File: config.mk
export PLATFORM = sky130hd
export DESIGN_NAME = dcsw_status
export DESIGN_NICKNAME = d
export VERILOG_FILES = /design/src/core/dcsw_pkg.sv /design/src/core/dcsw_status.sv
export SDC_FILE = /design/constraint.sdc
export NUM_CORES = 1
export LEC_CHECK = 0
export BUFFER_PORTS_ARGS = -buffer_cell sky130_fd_sc_hd__buf_2
export CELL_PAD_IN_SITES_DETAIL_PLACEMENT = 1
export CELL_PAD_IN_SITES_GLOBAL_PLACEMENT = 1
export CORE_ASPECT_RATIO = 1.5
export CORE_UTILIZATION = 30
export DETAILED_ROUTE_END_ITERATION = 8
export PLACE_DENSITY_LB_ADDON = 0.1
export SYNTH_ARGS = -nofsm -noshare
export SYNTH_HDL_FRONTEND = slang
export SYNTH_SLANG_ARGS = --single-unit
File: constraint.sdc
create_clock -name I_CLK -period 2.2 [get_ports I_CLK]
set_input_delay 0.11 -clock I_CLK [delete_from_list [all_inputs] [get_ports I_CLK]]
set_output_delay 0.11 -clock I_CLK [all_outputs]
set_load 0.01 [all_outputs]
File: src/core/dcsw_pkg.sv
// constants, field layouts and carrier types of the disk status-word block
package dcsw_pkg;

  // ==========================================================
  // timing
  localparam int CLK_PERIOD_NS   = 8;
  localparam int WG_SETUP_FM_NS  = 2000;
  localparam int WG_SETUP_MFM_NS = 1000;
  localparam int WG_HOLD_FM_NS   = 2000;
  localparam int WG_HOLD_MFM_NS  = 1000;
  localparam int DRQ_SERVICE_NS  = 13500;
  localparam int CNT_W           = 12;

  // least times round up, the service deadline rounds down
  localparam logic [CNT_W-1:0] WG_SETUP_FM_CYC =
    CNT_W'((WG_SETUP_FM_NS + CLK_PERIOD_NS - 1) / CLK_PERIOD_NS);
  localparam logic [CNT_W-1:0] WG_SETUP_MFM_CYC =
    CNT_W'((WG_SETUP_MFM_NS + CLK_PERIOD_NS - 1) / CLK_PERIOD_NS);
  localparam logic [CNT_W-1:0] WG_HOLD_FM_CYC =
    CNT_W'((WG_HOLD_FM_NS + CLK_PERIOD_NS - 1) / CLK_PERIOD_NS);
  localparam logic [CNT_W-1:0] WG_HOLD_MFM_CYC =
    CNT_W'((WG_HOLD_MFM_NS + CLK_PERIOD_NS - 1) / CLK_PERIOD_NS);
  localparam logic [CNT_W-1:0] DRQ_SERVICE_CYC =
    CNT_W'(DRQ_SERVICE_NS / CLK_PERIOD_NS);
  localparam logic [CNT_W-1:0] DRQ_SERVICE_SLOW_CYC =
    CNT_W'(2 * (DRQ_SERVICE_NS / CLK_PERIOD_NS));

  // ==========================================================
  // register select and reset values
  localparam logic [1:0] ADDR_STATUS   = 2'h0;
  localparam logic [1:0] ADDR_DATA     = 2'h3;
  localparam logic [7:0] STATUS_RESET  = 8'h00;
  localparam logic [7:0] STATUS_PRESET = 8'h01;
  localparam logic [8:0] PINS_IDLE     = 9'h0fc;

  // ==========================================================
  // types
  typedef enum logic [3:0] {
    CLS_STEP, CLS_READ, CLS_WRITE, CLS_RDADDR, CLS_RDTRACK,
    CLS_WRTRACK, CLS_FORMAT, CLS_FORCE, CLS_DELAY
  } dcsw_cls_t;

  // status word, bit 7 first
  typedef struct packed {
    logic not_ready;
    logic prot_mark;
    logic rec_type;
    logic seek_rnf;
    logic crc_len;
    logic trk0_lost;
    logic index_drq;
    logic busy;
  } dcsw_status_t;

  typedef struct packed {
    logic verify_fail;
    logic crc_error;
    logic data_mark_missing;
    logic deleted_mark;
    logic record_not_found;
    logic illegal_length;
  } dcsw_evt_t;

  // raw pins, low-active ones marked _b
  typedef struct packed {
    logic       ready;
    logic       write_protect_in_b;
    logic       head_at_home_in_b;
    logic       index_pulse_in_b;
    logic       master_reset_in_b;
    logic       read_strobe_b;
    logic       write_strobe_b;
    logic [1:0] addr;
  } dcsw_pins_t;

endpackage : dcsw_pkg

File: src/core/dcsw_status.sv
// status-word register, data-request timing and write-gate sequencing
`timescale 1ns/1ps
`default_nettype none

module dcsw_status (
  input  wire logic                 I_CLK,          // 125 MHz
  input  wire logic                 I_RST_B,        // async, low
  input  wire dcsw_pkg::dcsw_pins_t I_PINS,         // raw drive/bus pins
  input  wire logic                 I_CMD_START,    // command accepted
  input  wire dcsw_pkg::dcsw_cls_t  I_CMD_CLASS,    // class of command
  input  wire logic                 I_CMD_DONE,     // command finished
  input  wire logic                 I_EXT_MODE,     // extended set on
  input  wire dcsw_pkg::dcsw_evt_t  I_EVENT,        // error events
  input  wire logic                 I_BYTE_READY,   // data reg needs host
  input  wire logic                 I_HALF_RATE,    // 4 MHz service deadline
  input  wire logic                 I_WRITE_REQ,    // encoder has data
  input  wire logic                 I_WRITE_PULSE,  // encoder pulse
  input  wire logic                 I_MFM,          // double density
  output logic [7:0]                O_DATA,         // bus data out
  output logic                      O_DATA_OE,      // bus data enable
  output logic                      O_DATA_REQUEST, // request level
  output logic                      O_DATA_REQUEST_OUT, // pin level
  output logic                      O_DATA_REQUEST_OE,  // pin enable
  output logic                      O_WRITE_GATE_OUT,   // write gate
  output logic                      O_WRITE_PULSE_OUT   // write data
);
  import dcsw_pkg::*;

  // ==========================================================
  // pin synchronisers
  dcsw_pins_t s1;
  dcsw_pins_t s2;
  dcsw_pins_t s3;
  dcsw_pins_t pin;
  logic       re_prev;
  logic       we_prev;

  always_ff @(posedge I_CLK or negedge I_RST_B) begin
    if (!I_RST_B) begin
      s1 <= dcsw_pins_t'(PINS_IDLE);
      s2 <= dcsw_pins_t'(PINS_IDLE);
      s3 <= dcsw_pins_t'(PINS_IDLE);
    end else begin
      s1 <= I_PINS;
      s2 <= s1;
      s3 <= s2;
    end
  end

  // a bit moves only once the second and third stages agree
  always_ff @(posedge I_CLK or negedge I_RST_B) begin
    if (!I_RST_B) begin
      pin <= dcsw_pins_t'(PINS_IDLE);
    end else begin
      pin <= dcsw_pins_t'((s2 & s3) | (pin & (s2 ^ s3)));
    end
  end

  always_ff @(posedge I_CLK or negedge I_RST_B) begin
    if (!I_RST_B) begin
      re_prev <= 1'b1;
      we_prev <= 1'b1;
    end else begin
      re_prev <= pin.read_strobe_b;
      we_prev <= pin.write_strobe_b;
    end
  end

  logic mr_active;
  logic data_access;
  logic start_new;
  logic force_cmd;

  assign mr_active   = ~pin.master_reset_in_b;
  assign data_access = ((re_prev & ~pin.read_strobe_b) |
                        (we_prev & ~pin.write_strobe_b)) &
                       (pin.addr == ADDR_DATA);
  assign force_cmd   = I_CMD_START & (I_CMD_CLASS == CLS_FORCE);
  assign start_new   = I_CMD_START & (I_CMD_CLASS != CLS_FORCE);

  // set always beats clear, so no event is lost on a preset
  function automatic logic sticky(input logic cur, input logic set,
                                  input logic clr);
    return set | (cur & ~clr);
  endfunction : sticky

  // ==========================================================
  // command class and busy
  dcsw_cls_t cls;
  logic      ext_mode;
  logic      busy;

  always_ff @(posedge I_CLK or negedge I_RST_B) begin
    if (!I_RST_B) begin
      cls      <= CLS_STEP;
      ext_mode <= 1'b0;
    end else if (mr_active) begin
      cls      <= CLS_STEP;
      ext_mode <= 1'b0;
    end else if (start_new) begin
      cls      <= I_CMD_CLASS;
      ext_mode <= I_EXT_MODE;
    end else if (force_cmd && !busy) begin
      // a force while running keeps the running command's layout
      cls      <= CLS_FORCE;
    end
  end

  always_ff @(posedge I_CLK or negedge I_RST_B) begin
    if (!I_RST_B) begin
      busy <= 1'b0;
    end else if (mr_active) begin
      busy <= 1'b0;
    end else if (start_new) begin
      busy <= 1'b1;
    end else if (I_CMD_DONE || force_cmd) begin
      busy <= 1'b0;
    end
  end

  // ==========================================================
  // sticky error flags, preset at each command start except a force
  logic flag_clr;
  logic seek_err;
  logic crc_err;
  logic dmark_nf;
  logic rec_type;
  logic rnf;
  logic ill_len;
  logic lost;

  assign flag_clr = start_new | mr_active;

  always_ff @(posedge I_CLK or negedge I_RST_B) begin
    if (!I_RST_B) begin
      seek_err <= 1'b0;
      crc_err  <= 1'b0;
      dmark_nf <= 1'b0;
      rec_type <= 1'b0;
      rnf      <= 1'b0;
      ill_len  <= 1'b0;
    end else begin
      seek_err <= sticky(seek_err, I_EVENT.verify_fail, flag_clr);
      crc_err  <= sticky(crc_err, I_EVENT.crc_error, flag_clr);
      dmark_nf <= sticky(dmark_nf,
                         I_EVENT.data_mark_missing & ext_mode,
                         flag_clr);
      rec_type <= sticky(rec_type, I_EVENT.deleted_mark, flag_clr);
      rnf      <= sticky(rnf, I_EVENT.record_not_found, flag_clr);
      ill_len  <= sticky(ill_len, I_EVENT.illegal_length, flag_clr);
    end
  end

  // ==========================================================
  // data request and service deadline
  logic             data_request_out;
  logic [CNT_W-1:0] svc_cnt;
  logic [CNT_W-1:0] svc_limit;
  logic             svc_expired;
  logic             overrun;

  // the deadline belongs to the host; missing it only flags lost data
  assign svc_limit   = I_HALF_RATE ? DRQ_SERVICE_SLOW_CYC
                                   : DRQ_SERVICE_CYC;
  assign svc_expired = data_request_out & (svc_cnt >= svc_limit);
  assign overrun     = data_request_out & I_BYTE_READY & ~data_access;

  always_ff @(posedge I_CLK or negedge I_RST_B) begin
    if (!I_RST_B) begin
      data_request_out <= 1'b0;
    end else begin
      data_request_out <= sticky(data_request_out, I_BYTE_READY & ~mr_active,
                    data_access | flag_clr);
    end
  end

  always_ff @(posedge I_CLK or negedge I_RST_B) begin
    if (!I_RST_B) begin
      svc_cnt <= '0;
    end else if (!data_request_out || I_BYTE_READY || data_access) begin
      svc_cnt <= '0;
    end else if (svc_cnt < svc_limit) begin
      svc_cnt <= svc_cnt + CNT_W'(1);
    end
  end

  always_ff @(posedge I_CLK or negedge I_RST_B) begin
    if (!I_RST_B) begin
      lost <= 1'b0;
    end else begin
      lost <= sticky(lost, svc_expired | overrun, flag_clr);
    end
  end

  // ==========================================================
  // status word assembly
  dcsw_status_t next_status;
  dcsw_status_t command_status;
  logic         wp;
  logic         trk0;
  logic         idx;

  assign wp   = ~pin.write_protect_in_b;
  assign trk0 = ~pin.head_at_home_in_b;
  assign idx  = ~pin.index_pulse_in_b;

  always_comb begin
    next_status           = dcsw_status_t'(STATUS_RESET);
    next_status.not_ready = ~pin.ready | mr_active;
    next_status.busy      = busy;
    case (cls)
      CLS_STEP: begin
        next_status.prot_mark = wp;
        next_status.rec_type  = 1'b1;
        next_status.seek_rnf  = seek_err;
        next_status.crc_len   = crc_err;
        next_status.trk0_lost = trk0;
        next_status.index_drq = idx;
      end
      CLS_READ: begin
        next_status.prot_mark = dmark_nf & ext_mode;
        next_status.rec_type  = rec_type;
        next_status.seek_rnf  = rnf;
        next_status.crc_len   = crc_err;
        next_status.trk0_lost = lost;
        next_status.index_drq = data_request_out;
      end
      CLS_WRITE, CLS_RDADDR: begin
        next_status.seek_rnf  = rnf;
        next_status.crc_len   = crc_err;
        next_status.trk0_lost = lost;
        next_status.index_drq = data_request_out;
      end
      CLS_RDTRACK, CLS_WRTRACK: begin
        next_status.prot_mark = wp;
        next_status.trk0_lost = lost;
        next_status.index_drq = data_request_out;
      end
      CLS_FORMAT: begin
        next_status.prot_mark = wp;
        next_status.crc_len   = ill_len;
        next_status.trk0_lost = lost;
        next_status.index_drq = data_request_out;
      end
      CLS_FORCE: begin
        next_status.prot_mark = wp;
        next_status.trk0_lost = trk0;
        next_status.index_drq = idx;
        next_status.busy      = 1'b0;
      end
      CLS_DELAY: begin
        next_status.busy      = busy;
      end
      default: begin
        next_status.busy      = busy;
      end
    endcase
  end

  always_ff @(posedge I_CLK or negedge I_RST_B) begin
    if (!I_RST_B) begin
      command_status <= dcsw_status_t'(STATUS_RESET);
    end else begin
      command_status <= next_status;
    end
  end

  // ==========================================================
  // bus read path; other selects belong to other registers
  always_ff @(posedge I_CLK or negedge I_RST_B) begin
    if (!I_RST_B) begin
      O_DATA    <= STATUS_RESET;
      O_DATA_OE <= 1'b0;
    end else begin
      O_DATA    <= command_status;
      O_DATA_OE <= ~pin.read_strobe_b & (pin.addr == ADDR_STATUS);
    end
  end

  assign O_DATA_REQUEST     = data_request_out;
  // open drain: pull low while no request is pending
  assign O_DATA_REQUEST_OUT = 1'b0;
  assign O_DATA_REQUEST_OE  = ~data_request_out;

  // ==========================================================
  // write gate sequencing
  typedef enum logic [1:0] {
    WG_IDLE, WG_SETUP, WG_WRITE, WG_HOLD
  } dcsw_wg_t;

  dcsw_wg_t         wg_state;
  dcsw_wg_t         next_wg_state;
  logic [CNT_W-1:0] wg_cnt;
  logic [CNT_W-1:0] wg_setup;
  logic [CNT_W-1:0] wg_hold;
  logic             wg_cnt_end;

  assign wg_setup   = I_MFM ? WG_SETUP_MFM_CYC : WG_SETUP_FM_CYC;
  assign wg_hold    = I_MFM ? WG_HOLD_MFM_CYC : WG_HOLD_FM_CYC;
  assign wg_cnt_end = (wg_state == WG_SETUP) ?
                      (wg_cnt >= wg_setup - CNT_W'(1)) :
                      (wg_cnt >= wg_hold - CNT_W'(1));

  always_comb begin
    next_wg_state = wg_state;
    case (wg_state)
      WG_IDLE: begin
        // a medium protected when the request comes never sees the gate open
        if (I_WRITE_REQ && !wp && !mr_active) begin
          next_wg_state = WG_SETUP;
        end
      end
      WG_SETUP: begin
        if (wg_cnt_end) begin
          next_wg_state = WG_WRITE;
        end
      end
      WG_WRITE: begin
        if (!I_WRITE_REQ || mr_active) begin
          next_wg_state = WG_HOLD;
        end
      end
      WG_HOLD: begin
        if (I_WRITE_REQ && !mr_active && !wp) begin
          next_wg_state = WG_WRITE;
        end else if (wg_cnt_end) begin
          next_wg_state = WG_IDLE;
        end
      end
      default: begin
        next_wg_state = WG_IDLE;
      end
    endcase
  end

  always_ff @(posedge I_CLK or negedge I_RST_B) begin
    if (!I_RST_B) begin
      wg_state <= WG_IDLE;
    end else begin
      wg_state <= next_wg_state;
    end
  end

  always_ff @(posedge I_CLK or negedge I_RST_B) begin
    if (!I_RST_B) begin
      wg_cnt <= '0;
    end else if (next_wg_state != wg_state) begin
      wg_cnt <= '0;
    end else if (wg_cnt != '1) begin
      wg_cnt <= wg_cnt + CNT_W'(1);
    end
  end

  always_ff @(posedge I_CLK or negedge I_RST_B) begin
    if (!I_RST_B) begin
      O_WRITE_GATE_OUT  <= 1'b0;
      O_WRITE_PULSE_OUT <= 1'b0;
    end else begin
      O_WRITE_GATE_OUT  <= (next_wg_state != WG_IDLE);
      // pulses pass only once the setup time has run out
      O_WRITE_PULSE_OUT <= (wg_state == WG_WRITE) & I_WRITE_REQ &
                           I_WRITE_PULSE;
    end
  end

endmodule : dcsw_status

`default_nettype wire

==> results.md, run 1 <==
- EDFF count, synth: 0
- Global-route wire length before repair: 15100 um
- Worst-path clk slew: 0.07 ns
- Max Cap Violations: 0
- Number of cells on the worst reg-to-reg path: 7
- Number of diodes added for antenna fixing: 0
- Worst Hold Class: in2reg
- VDD IR-drop max: between 0.0005 and 0.0006 V
- Avg WL per Cell: 15.4 um
- Number of standard cells after synthesis: 336
- Outcome: finished clean
- Dpl hpwl: 6360 um
- Category of the critical setup timing path: reg2reg
- Initial standard-cell utilization of the core: 0.311
- Final-report max-slew violation count: 0
- Post-route DRC violation count: 0
- Total die area: 0.0141 mm2
- GRT Resource Usage Total: 0.137
- Beginning of the worst hold path: I_WRITE_PULSE
- Cells traversed along the worst timing path: ha_2 > a211o_1 > a21oi_2 > o211ai_1 > buf_4 > or4_1 > a21oi_1
- Delay of the slowest critical-path stage: 0.49 ns
- Layout cells sized above 1: 0.310
- Slowest stage cell, crit path: or4_1
- Synth top area cells: dfrtp_1 (44%), dfstp_2 (17%), ha_1 (6.8%)
- Maximum fanout count along the critical path: 6
- Number of clock buffers inserted by TritonCTS: 9
- Post-synth ARST share: 1.00
- Destination of the worst register-to-register timing path: svc_cnt[6]
- Cell family contributing the most delay on the critical path: compound AO/OA/AOI/OAI gates
- Number of levels the H-tree was split into: 3
- Clk sinks: 97
- Antenna violations before repair: 0
- Slew HR: 0.574
- Most frequent standard cell in the layout excluding fill and tap cells: dfrtp_1
- Detailed Route Iter0 Violations: 64
- TritonRoute pass-1 iters: 4
- Transition time of the tightest slew-check pin: between 0.6 and 0.7 ns
- # setup viols final: 0
- Worst reg2reg setup slack: 0.06 ns
- Vertical extent of the die: 145 um
- Static leakage: about 2.3 nW
- Sequential share of the synthesized area: 0.604
- Origin of the critical flop-to-flop path: svc_cnt[4]
- Endpoints failing hold: 0
- Syn avg cell area: approximately 12 um2
- Cell accounting for the most synthesized area: dfrtp_1
- Standard cell core area: 0.0131 mm2
- Vias per std cell: 4.96
- Post-synthesis register bit count: 97
- Critical path arrival: 2.40 ns
- Clock tree from TritonCTS: done
- Final global-route overflow total: 0
- Worst hold endpoint: O_WRITE_PULSE_OUT
- IO Pins: 43
- Data required time at the worst endpoint: 2.46 ns
- Post-detailed-routing wire length: 8920 um
- Buffer and inverter count on the worst path: 1
- Via count: 2869
- Element type at the critical path start: flip-flop
- Horizontal die dimension: 97.1 um
- Yosys Warn Count: 0
- Synthesized area: 0.00407 mm2
- Ys flop type: dfrtp_1
- Layout-stage area growth over the synthesis result: 25.8%
- Number of nets produced by synthesis: 387
- Number of I/O port buffers: 41
- Largest net degree at the start of global routing: 47
- Fmax: 0.467 GHz
- Final period demand of the worst path: between 2 and 2.5 ns
- Placement row count: 51
- Buffer cell driving the clock tree root: clkbuf_16
- Area share of the largest cell type after synthesis: 0.436
- Worst Clk Skew: 0.00601 ns
- Final Wtd Congestion: 0.745
- Fraction of the core area covered by cells at the end of the flow: 0.392
- Vias in the first global route: just over 3000
- Highest-count cells in the layout ignoring fill and taps: dfrtp_1 (71), buf_2 (40), dfstp_2 (26)
- Power density of the placed cells: 865 mW/mm2
- Element type at the critical path end: flip-flop
- Later-pin clock latency in the skew report: approximately 0.33 ns
- Final cycle utilization of the critical path: 0.973
- CTS Buffer Depth: 2
- Hold Path Cell Cnt: 2
- Summed negative setup slack over all endpoints: 0 ns
- Synth unique cells: 57
- Number of antenna-violating nets in the routed design: 0
- Final-stage net count: approximately 470
## logic make-up after synthesis
kind of cell	synth area share
and+or+nand+nor	0.147
muxes	0.0151
other	0.000921
DFF	0.604
xor gates and xnor gates	0.0194
adders and majority gates	0.0676
buffers and inverters	0.0258
AOI/OAI and AO/OA	0.121
## through the flow
step	hold slack [ns]	cell area, um2	power, mW	worst slack (ns)	std cells
after CTS	0.00503	5030	4.50	0.00861	573
final	0.0137	5120	4.43	0.0595	578
after detailed placement	0.181	4560	2.83	0.0126	542
after floorplan	-0.186	4070	2.55	0.201	336
after global placement	0.176	4560	2.79	0.0906	542
after global routing	0.0108	5120	4.70	-0.0161	578
## metal layers
metal  share of wire  GRT usage
met4           0.018     0.0526
met3           0.021     0.0231
met2            0.53      0.253
met1            0.43      0.158
met5               0          0
## final cells by class
cell class,instances,area (um2)
fillers,1397,7960
flip-flops and latches,97,2460
multi-input cells,215,1570
repair buffers,78,539
clock buffers,10,239
well taps,159,199
clock inverters,6,73.8
inverters,13,48.8
## worst max-delay path by stage
stage / depth (start not counted) / startpoint / to / slack [ns]
after detailed placement: 7 / svc_cnt[5] / svc_cnt[11] / 0.01
after CTS: 8 / wg_cnt[0] / wg_cnt[10] / 0.009
after global placement: 7 / svc_cnt[5] / svc_cnt[6] / 0.09
final: 7 / svc_cnt[4] / svc_cnt[6] / 0.06
after global routing: 7 / svc_cnt[4] / svc_cnt[10] / -0.02
after floorplan: 7 / svc_cnt[5] / svc_cnt[8] / 0.20
## synthesized netlist by cell type, drive strengths merged, types with 2 or more instances
master  count
a211o       2
a211oi      2
a21o       15
a21oi      15
a221oi      3
and2        2
and3        4
and4        2
buf         5
clkbuf      6
dfrtp      71
dfstp      26
ha         22
inv        13
mux2i       5
nand2      21
nand2b      5
nand3      10
nand4       6
nand4b      5
nor2       22
nor2b       4
nor3        8
nor4        5
o21a        2
o21ai      10
o221a       3
o22ai       2
o31ai       3
or3         7
or4         4
xnor2       7
xor2        2
## power breakdown
part | leakage [nW] | internal [mW] | switching, mW
logic | 1.01 | 0.314 | 0.343
registers | 1.17 | 2.00 | 0.160
clock network | 0.154 | 0.929 | 0.685
## what timing repair did
item | in CTS | in global routing
resized for setup | 2 | 9
endpoints found under the setup margin | 4 | 6
hold buffers | 15 | 0
endpoints found under the hold margin | 48 | 0
pin swaps | 0 | 8
setup buffers | 0 | 4
gates cloned | 0 | 1
## state kept, by name, indices dropped and copies added, names as in the netlist, 2 cells and up
register / flops
s1: 9
cls: 4
command_status: 8
wg_state: 2
pin: 9
s3: 9
wg_cnt: 12
O_DATA: 8
s2: 9
svc_cnt: 12
No activity file was read; power rests on OpenSTA's default activity.
==> inputs of run 2 (changes only) <==
--- a/config.mk
+++ b/config.mk
@@ -12,6 +12,7 @@
 export CORE_UTILIZATION = 30
 export DETAILED_ROUTE_END_ITERATION = 8
 export PLACE_DENSITY_LB_ADDON = 0.1
+export SETUP_SLACK_MARGIN = 0.4
 export SYNTH_ARGS = -nofsm -noshare
 export SYNTH_HDL_FRONTEND = slang
 export SYNTH_SLANG_ARGS = --single-unit
==> results.md, run 2 (synthesized netlist as in run 1, its figures left out) <==
- Vias per std cell: 4.97 (about the same)
- Cell area reported after detailed placement: 0.00453 mm2 (-0.71%)
- Highest-count cells in the layout ignoring fill and taps: dfrtp_1 (71), buf_2 (41), dfstp_2 (26)
- Via count: 2895 (+0.91%)
- Global-route wire length before repair: 14900 um (-1.1%)
- Hold Path Cell Cnt: 2 (unchanged)
- Buffer cell driving the clock tree root: clkbuf_16
- Fraction of the core area covered by cells at the end of the flow: 0.407 (+0.0148)
- Post-detailed-routing wire length: 8880 um (-0.43%)
- GRT Resource Usage Total: 0.136 (-0.000870)
- Post-route DRC violation count: 0 (unchanged)
- CTS Buffer Depth: 2 (unchanged)
- Clock tree from TritonCTS: done
- Final instance area: 0.00532 mm2 (+3.8%)
- Total die area: 0.0141 mm2 (unchanged)
- Later-pin clock latency in the skew report: 0.34 ns (about the same)
- Largest net degree at the start of global routing: 61 (+30%)
- Number of levels the H-tree was split into: 3 (unchanged)
- Combined area of the multi-input logic cells: 0.00168 mm2 (+7.0%)
- Vertical extent of the die: 145 um (unchanged)
- Power density of the placed cells: 898 mW/mm2 (+3.8%)
- Max Cap Violations: 0 (unchanged)
- Final-stage net count: 471 (+1.3%)
- Worst-path clk slew: 0.07 ns (about the same)
- # setup viols final: 0 (unchanged)
- Final-report max-slew violation count: 0 (unchanged)
- Worst reg2reg setup slack: 0.18 ns (+0.12 ns)
- Critical path arrival: 2.29 ns (-0.11 ns)
- Maximum fanout count along the critical path: 6 (unchanged)
- Number of diodes added for antenna fixing: 0 (unchanged)
- Final global-route overflow total: 0 (unchanged)
- Category of the critical setup timing path: reg2reg
- Endpoints failing hold: 0 (unchanged)
- Antenna violations before repair: 0 (unchanged)
- TritonRoute pass-1 iters: 4 (unchanged)
- Origin of the critical flop-to-flop path: wg_cnt[0]
- Worst Clk Skew: 0.00546 ns (-0.000548 ns)
- Filler Cells Inserted: 1407 (+0.72%)
- Initial standard-cell utilization of the core: 0.311 (unchanged)
- Horizontal die dimension: 97.1 um (unchanged)
- IO Pins: 43 (unchanged)
- Placement row count: 51 (unchanged)
- Summed negative setup slack over all endpoints: 0 ns (unchanged)
- Element type at the critical path end: flip-flop
- Hold_ws: 0.0263 ns (+0.0126 ns)
- Fmax: 0.495 GHz (+5.9%)
- Number of antenna-violating nets in the routed design: 0 (unchanged)
- Data required time at the worst endpoint: 2.47 ns (about the same)
- Layout cells sized above 1: 0.344 (+0.0341)
- Number of clock buffers inserted by TritonCTS: 9 (unchanged)
- Avg WL per Cell: 15.2 um (-1.3%)
- Layout-stage area growth over the synthesis result: 30.6%
- Clk sinks: 97 (unchanged)
- Transition time of the tightest slew-check pin: 0.532 ns (-0.107 ns)
- Storage element area: 0.00246 mm2 (unchanged)
- Final cycle utilization of the critical path: 0.919 (-0.0539)
- Detailed Route Iter0 Violations: 69 (+7.8%)
- Final period demand of the worst path: 2.02 ns (-0.119 ns)
- Largest registers: svc_cnt (12), wg_cnt (12)
- Element type at the critical path start: flip-flop
- Dpl hpwl: 6020 um (-5.3%)
- Final Wtd Congestion: 0.759 (+2.0%)
- Standard cell core area: 0.0131 mm2 (unchanged)
- VDD IR-drop max: 0.000551 V (+8.8%)
- Worst hold endpoint: dmark_nf
- Most frequent standard cell in the layout excluding fill and tap cells: dfrtp_1
- Destination of the worst register-to-register timing path: wg_cnt[4]
- Vias in the first global route: 3095 (+2.1%)
- Beginning of the worst hold path: I_EVENT[3]
- Static leakage: 2.37 nW (+1.9%)
- Outcome: finished clean
- Slew HR: 0.645 (+0.0716)
- Unrepaired setup endpoints after global routing: yes
- Number of cells on the worst reg-to-reg path: 8 (+1)
- Power consumption: 4.78 mW (+7.8%)
- Worst Hold Class: in2reg
- Number of I/O port buffers: 41 (unchanged)
[run 2: cell count changes in the layout (fill, tap and decap cells not counted), sizes merged]
cell and change:
bufinv +2, inv -2, clkinv -1, buf +6, clkinvlp +1, dlygate4sd3 +1, clkdlybuf4s15 -1, clkbuf -1
[run 2: report_power, final]
group | switching, mW | internal, mW
Sequential | 0.189 | 2.00
Clock | 0.677 | 1.11
Combinational | 0.386 | 0.410
Total | 1.25 | 3.53
[run 2: final cells by class]
| cell class | instances | area share |
|---|---|---|
| multi-input combinational | 215 | 0.315 |
| tap | 159 | 0.0374 |
| sequential | 97 | 0.462 |
| clock inverter | 6 | 0.0216 |
| timing repair buffer | 84 | 0.112 |
| clock buffer | 9 | 0.0423 |
| inverter | 13 | 0.00917 |
[run 2: worst max-delay path, cell delays in order, from the launching register on]
cell	delay, ns
dfrtp_1	0.39
inv_2	0.08
ha_4	0.19
or3b_4	0.37
a21oi_2	0.14
o21ai_2	0.08
a221o_2	0.46
buf_6	0.17
nor2_1	0.07
[run 2: repair_timing]
| item | in CTS | in global routing |
|---|---|---|
| buffers inserted | 8 | 6 |
| endpoints found under the setup margin | 26 | 28 |
| cloned | 0 | 1 |
| hold buffers | 16 | 0 |
| pin swaps | 5 | 14 |
| hold endpoints to repair | 52 | 0 |
| resized for setup | 12 | 24 |
[run 2: worst max path at each step]
stage	from	to	slack, ns	cells past startpoint
after CTS	wg_cnt[0]	wg_cnt[3]	0.15	8
after global routing	svc_cnt[4]	svc_cnt[6]	0.09	7
after detailed placement	wg_cnt[0]	wg_cnt[6]	0.1	8
after global placement	wg_cnt[0]	wg_cnt[6]	0.14	8
final	wg_cnt[0]	wg_cnt[4]	0.18	8
after floorplan	svc_cnt[5]	svc_cnt[8]	0.31	7
[run 2: per-layer routing]
layer	GRT usage	vias to the layer above	part of all wire	routed length (um)
li1	-	1372	-	-
met1	0.153	1468	0.42	3710
met2	0.247	41	0.53	4740
met3	0.0259	14	0.022	198
met4	0.0668	0	0.025	226
met5	0	-	0	0
[run 2: stage by stage]
step | worst slack [ns] | std cells
finish | 0.178 | 583
global route | 0.0945 | 583
CTS | 0.151 | 576
detailed placement | 0.0994 | 537
global placement | 0.136 | 537
floorplan | 0.314 | 336
==> inputs of run 3 (changes only) <==
--- a/config.mk
+++ b/config.mk
@@ -6,12 +6,14 @@
 export NUM_CORES = 1
 export LEC_CHECK = 0
 export BUFFER_PORTS_ARGS = -buffer_cell sky130_fd_sc_hd__buf_2
+export CAP_MARGIN = 30
 export CELL_PAD_IN_SITES_DETAIL_PLACEMENT = 1
 export CELL_PAD_IN_SITES_GLOBAL_PLACEMENT = 1
 export CORE_ASPECT_RATIO = 1.5
 export CORE_UTILIZATION = 30
 export DETAILED_ROUTE_END_ITERATION = 8
 export PLACE_DENSITY_LB_ADDON = 0.1
+export RECOVER_POWER = 100
 export SETUP_SLACK_MARGIN = 0.4
 export SYNTH_ARGS = -nofsm -noshare
 export SYNTH_HDL_FRONTEND = slang
==> results.md, run 3 (synthesized netlist as in run 1, its figures left out) <==
- Delay of the slowest critical-path stage: 0.46 ns (about the same)
- Avg WL per Cell: 15.2 um (-0.11%)
- Beginning of the worst hold path: I_EVENT[3]
- Dpl hpwl: 6020 um (unchanged)
- Largest net degree at the start of global routing: 61 (unchanged)
- Worst-path clk slew: 0.07 ns (about the same)
- Worst Hold Class: in2reg
- Endpoints failing hold: 0 (unchanged)
- Element type at the critical path end: flip-flop
- Final cycle utilization of the critical path: 0.934 (+0.0151)
- Element type at the critical path start: flip-flop
- Number of clock buffers inserted by TritonCTS: 9 (unchanged)
- Unrepaired setup endpoints after global routing: yes
- IO Pins: 43 (unchanged)
- Hold_ws: 0.0260 ns (-0.000319 ns)
- Via count: 2890 (-0.17%)
- Maximum fanout count along the critical path: 6 (unchanged)
- Critical path arrival: 2.33 ns (+0.04 ns)
- Later-pin clock latency in the skew report: 0.34 ns (about the same)
- Final global-route overflow total: 0 (unchanged)
- Vertical extent of the die: 145 um (unchanged)
- Number of I/O port buffers: 41 (unchanged)
- Static leakage: 2.31 nW (-2.5%)
- Antenna violations before repair: 0 (unchanged)
- Final Wtd Congestion: 0.759 (unchanged)
- Layout cells sized above 1: 0.274 (-0.0708)
- Clk sinks: 97 (unchanged)
- Slew HR: 0.317 (-0.328)
- Largest registers: svc_cnt (12), wg_cnt (12)
- Cells traversed along the worst timing path: inv_2 > ha_4 > or3b_4 > a21oi_1 > o21ai_2 > a221o_2 > buf_6 > nor2_1
- Power density of the placed cells: 901 mW/mm2 (+0.29%)
- Number of levels the H-tree was split into: 3 (unchanged)
- Fraction of the core area covered by cells at the end of the flow: 0.402 (-0.00459)
- Layout-stage area growth over the synthesis result: 29.1%
- Initial standard-cell utilization of the core: 0.311 (unchanged)
- Slowest stage cell, crit path: a221o_2
- Post-detailed-routing wire length: 8870 um (-0.11%)
- Final period demand of the worst path: 2.05 ns (+0.0332 ns)
- Worst setup path startpoint: wg_cnt[0]
- # setup viols final: 0 (unchanged)
- Placement row count: 51 (unchanged)
- Vias in the first global route: 3095 (unchanged)
- Category of the critical setup timing path: reg2reg
- Fmax: 0.487 GHz (-1.6%)
- Summed negative setup slack over all endpoints: 0 ns (unchanged)
- Horizontal die dimension: 97.1 um (unchanged)
- Detailed Route Iter0 Violations: 75 (+8.7%)
- Origin of the critical flop-to-flop path: wg_cnt[0]
- Buffer and inverter count on the worst path: 2 (unchanged)
- Total die area: 0.0141 mm2 (unchanged)
- VDD IR-drop max: 0.000549 V (-0.44%)
- Clock tree from TritonCTS: done
- Data required time at the worst endpoint: 2.47 ns (about the same)
- Worst Clk Skew: 0.00625 ns (+0.000785 ns)
- Final-report max-slew violation count: 0 (unchanged)
- Number of antenna-violating nets in the routed design: 0 (unchanged)
- Global-route wire length before repair: 14900 um (unchanged)
- Standard cell core area: 0.0131 mm2 (unchanged)
- Most frequent standard cell in the layout excluding fill and tap cells: dfrtp_1
- Transition time of the tightest slew-check pin: 1.02 ns (+0.492 ns)
- Cell family contributing the most delay on the critical path: compound AO/OA/AOI/OAI gates
- Max Cap Violations: 0 (unchanged)
- Highest-count cells in the layout ignoring fill and taps: dfrtp_1 (71), buf_2 (27), nand2_1 (20)
- Number of diodes added for antenna fixing: 0 (unchanged)
- Outcome: finished clean
- TritonRoute pass-1 iters: 4 (unchanged)
- Post-route DRC violation count: 0 (unchanged)
- GRT Resource Usage Total: 0.136 (unchanged)
- Buffer cell driving the clock tree root: clkbuf_16
- Vias per std cell: 4.96 (-0.17%)
- CTS Buffer Depth: 2 (unchanged)
- Final-stage net count: 471 (unchanged)
-- run 3: cell count changes in the layout (fill, tap and decap cells not counted), moves of 2 or more --
| cell | before | now |
|---|---|---|
| nor2_2 | 3 | 1 |
| clkbuf_1 | 0 | 17 |
| buf_4 | 22 | 18 |
| buf_2 | 41 | 27 |
| dfstp_1 | 0 | 8 |
| nor2_1 | 12 | 14 |
| dfstp_2 | 26 | 18 |
-- run 3: layer usage --
metal / global-route usage / wire [um] / part of all wire
met1: 0.153 / 3740 / 0.42
met2: 0.247 / 4720 / 0.53
met3: 0.0259 / 198 / 0.022
met4: 0.0668 / 210 / 0.024
met5: 0 / 0 / 0
-- run 3: what timing repair did --
action,4_1_cts,5_1_grt
hold buffers,16,0
buffers inserted,8,6
pin swaps,5,14
endpoints found under the hold margin,52,0
gates cloned,0,1
setup endpoints to repair,26,28
resized for setup,12,24
-- run 3: cell type report --
class / count / area (um2)
clock buffers: 9 / 225
clock inverters: 6 / 115
fillers: 1410 / 7820
inverters: 13 / 48.8
multi-input cells: 215 / 1650
flip-flops and latches: 97 / 2460
well taps: 159 / 199
repair buffers: 84 / 564
-- run 3: path summary, 6_finish.rpt --
path	end	slack, ns	cells past startpoint
setup / recovery	wg_cnt[5]	0.15	8
hold / removal	dmark_nf	0.03	2
setup reg to reg	wg_cnt[5]	0.15	8
hold reg to reg	O_DATA[0]	0.35	0
max in group asynchronous	s3[4]	0.82	3
min in group asynchronous	svc_cnt[5]	0.48	2
-- run 3: stage by stage --
| stage | total power [mW] | instance area [um2] | worst slack [ns] | std cells |
|---|---|---|---|---|
| 2_1_floorplan | 2.56 | 4080 | 0.314 | 336 |
| 3_3_place_gp | 2.80 | 4530 | 0.136 | 537 |
| 3_5_place_dp | 2.82 | 4530 | 0.0994 | 537 |
| 4_1_cts | 4.74 | 5140 | 0.151 | 576 |
| 5_1_grt | 5.00 | 5260 | 0.0598 | 583 |
| 6_report | 4.74 | 5260 | 0.145 | 583 |
-- run 3: power by group --
group	leakage [nW]	internal [mW]	switching (mW)
Combinational	0.986	0.386	0.375
Sequential	1.16	2.00	0.191
Clock	0.162	1.11	0.675
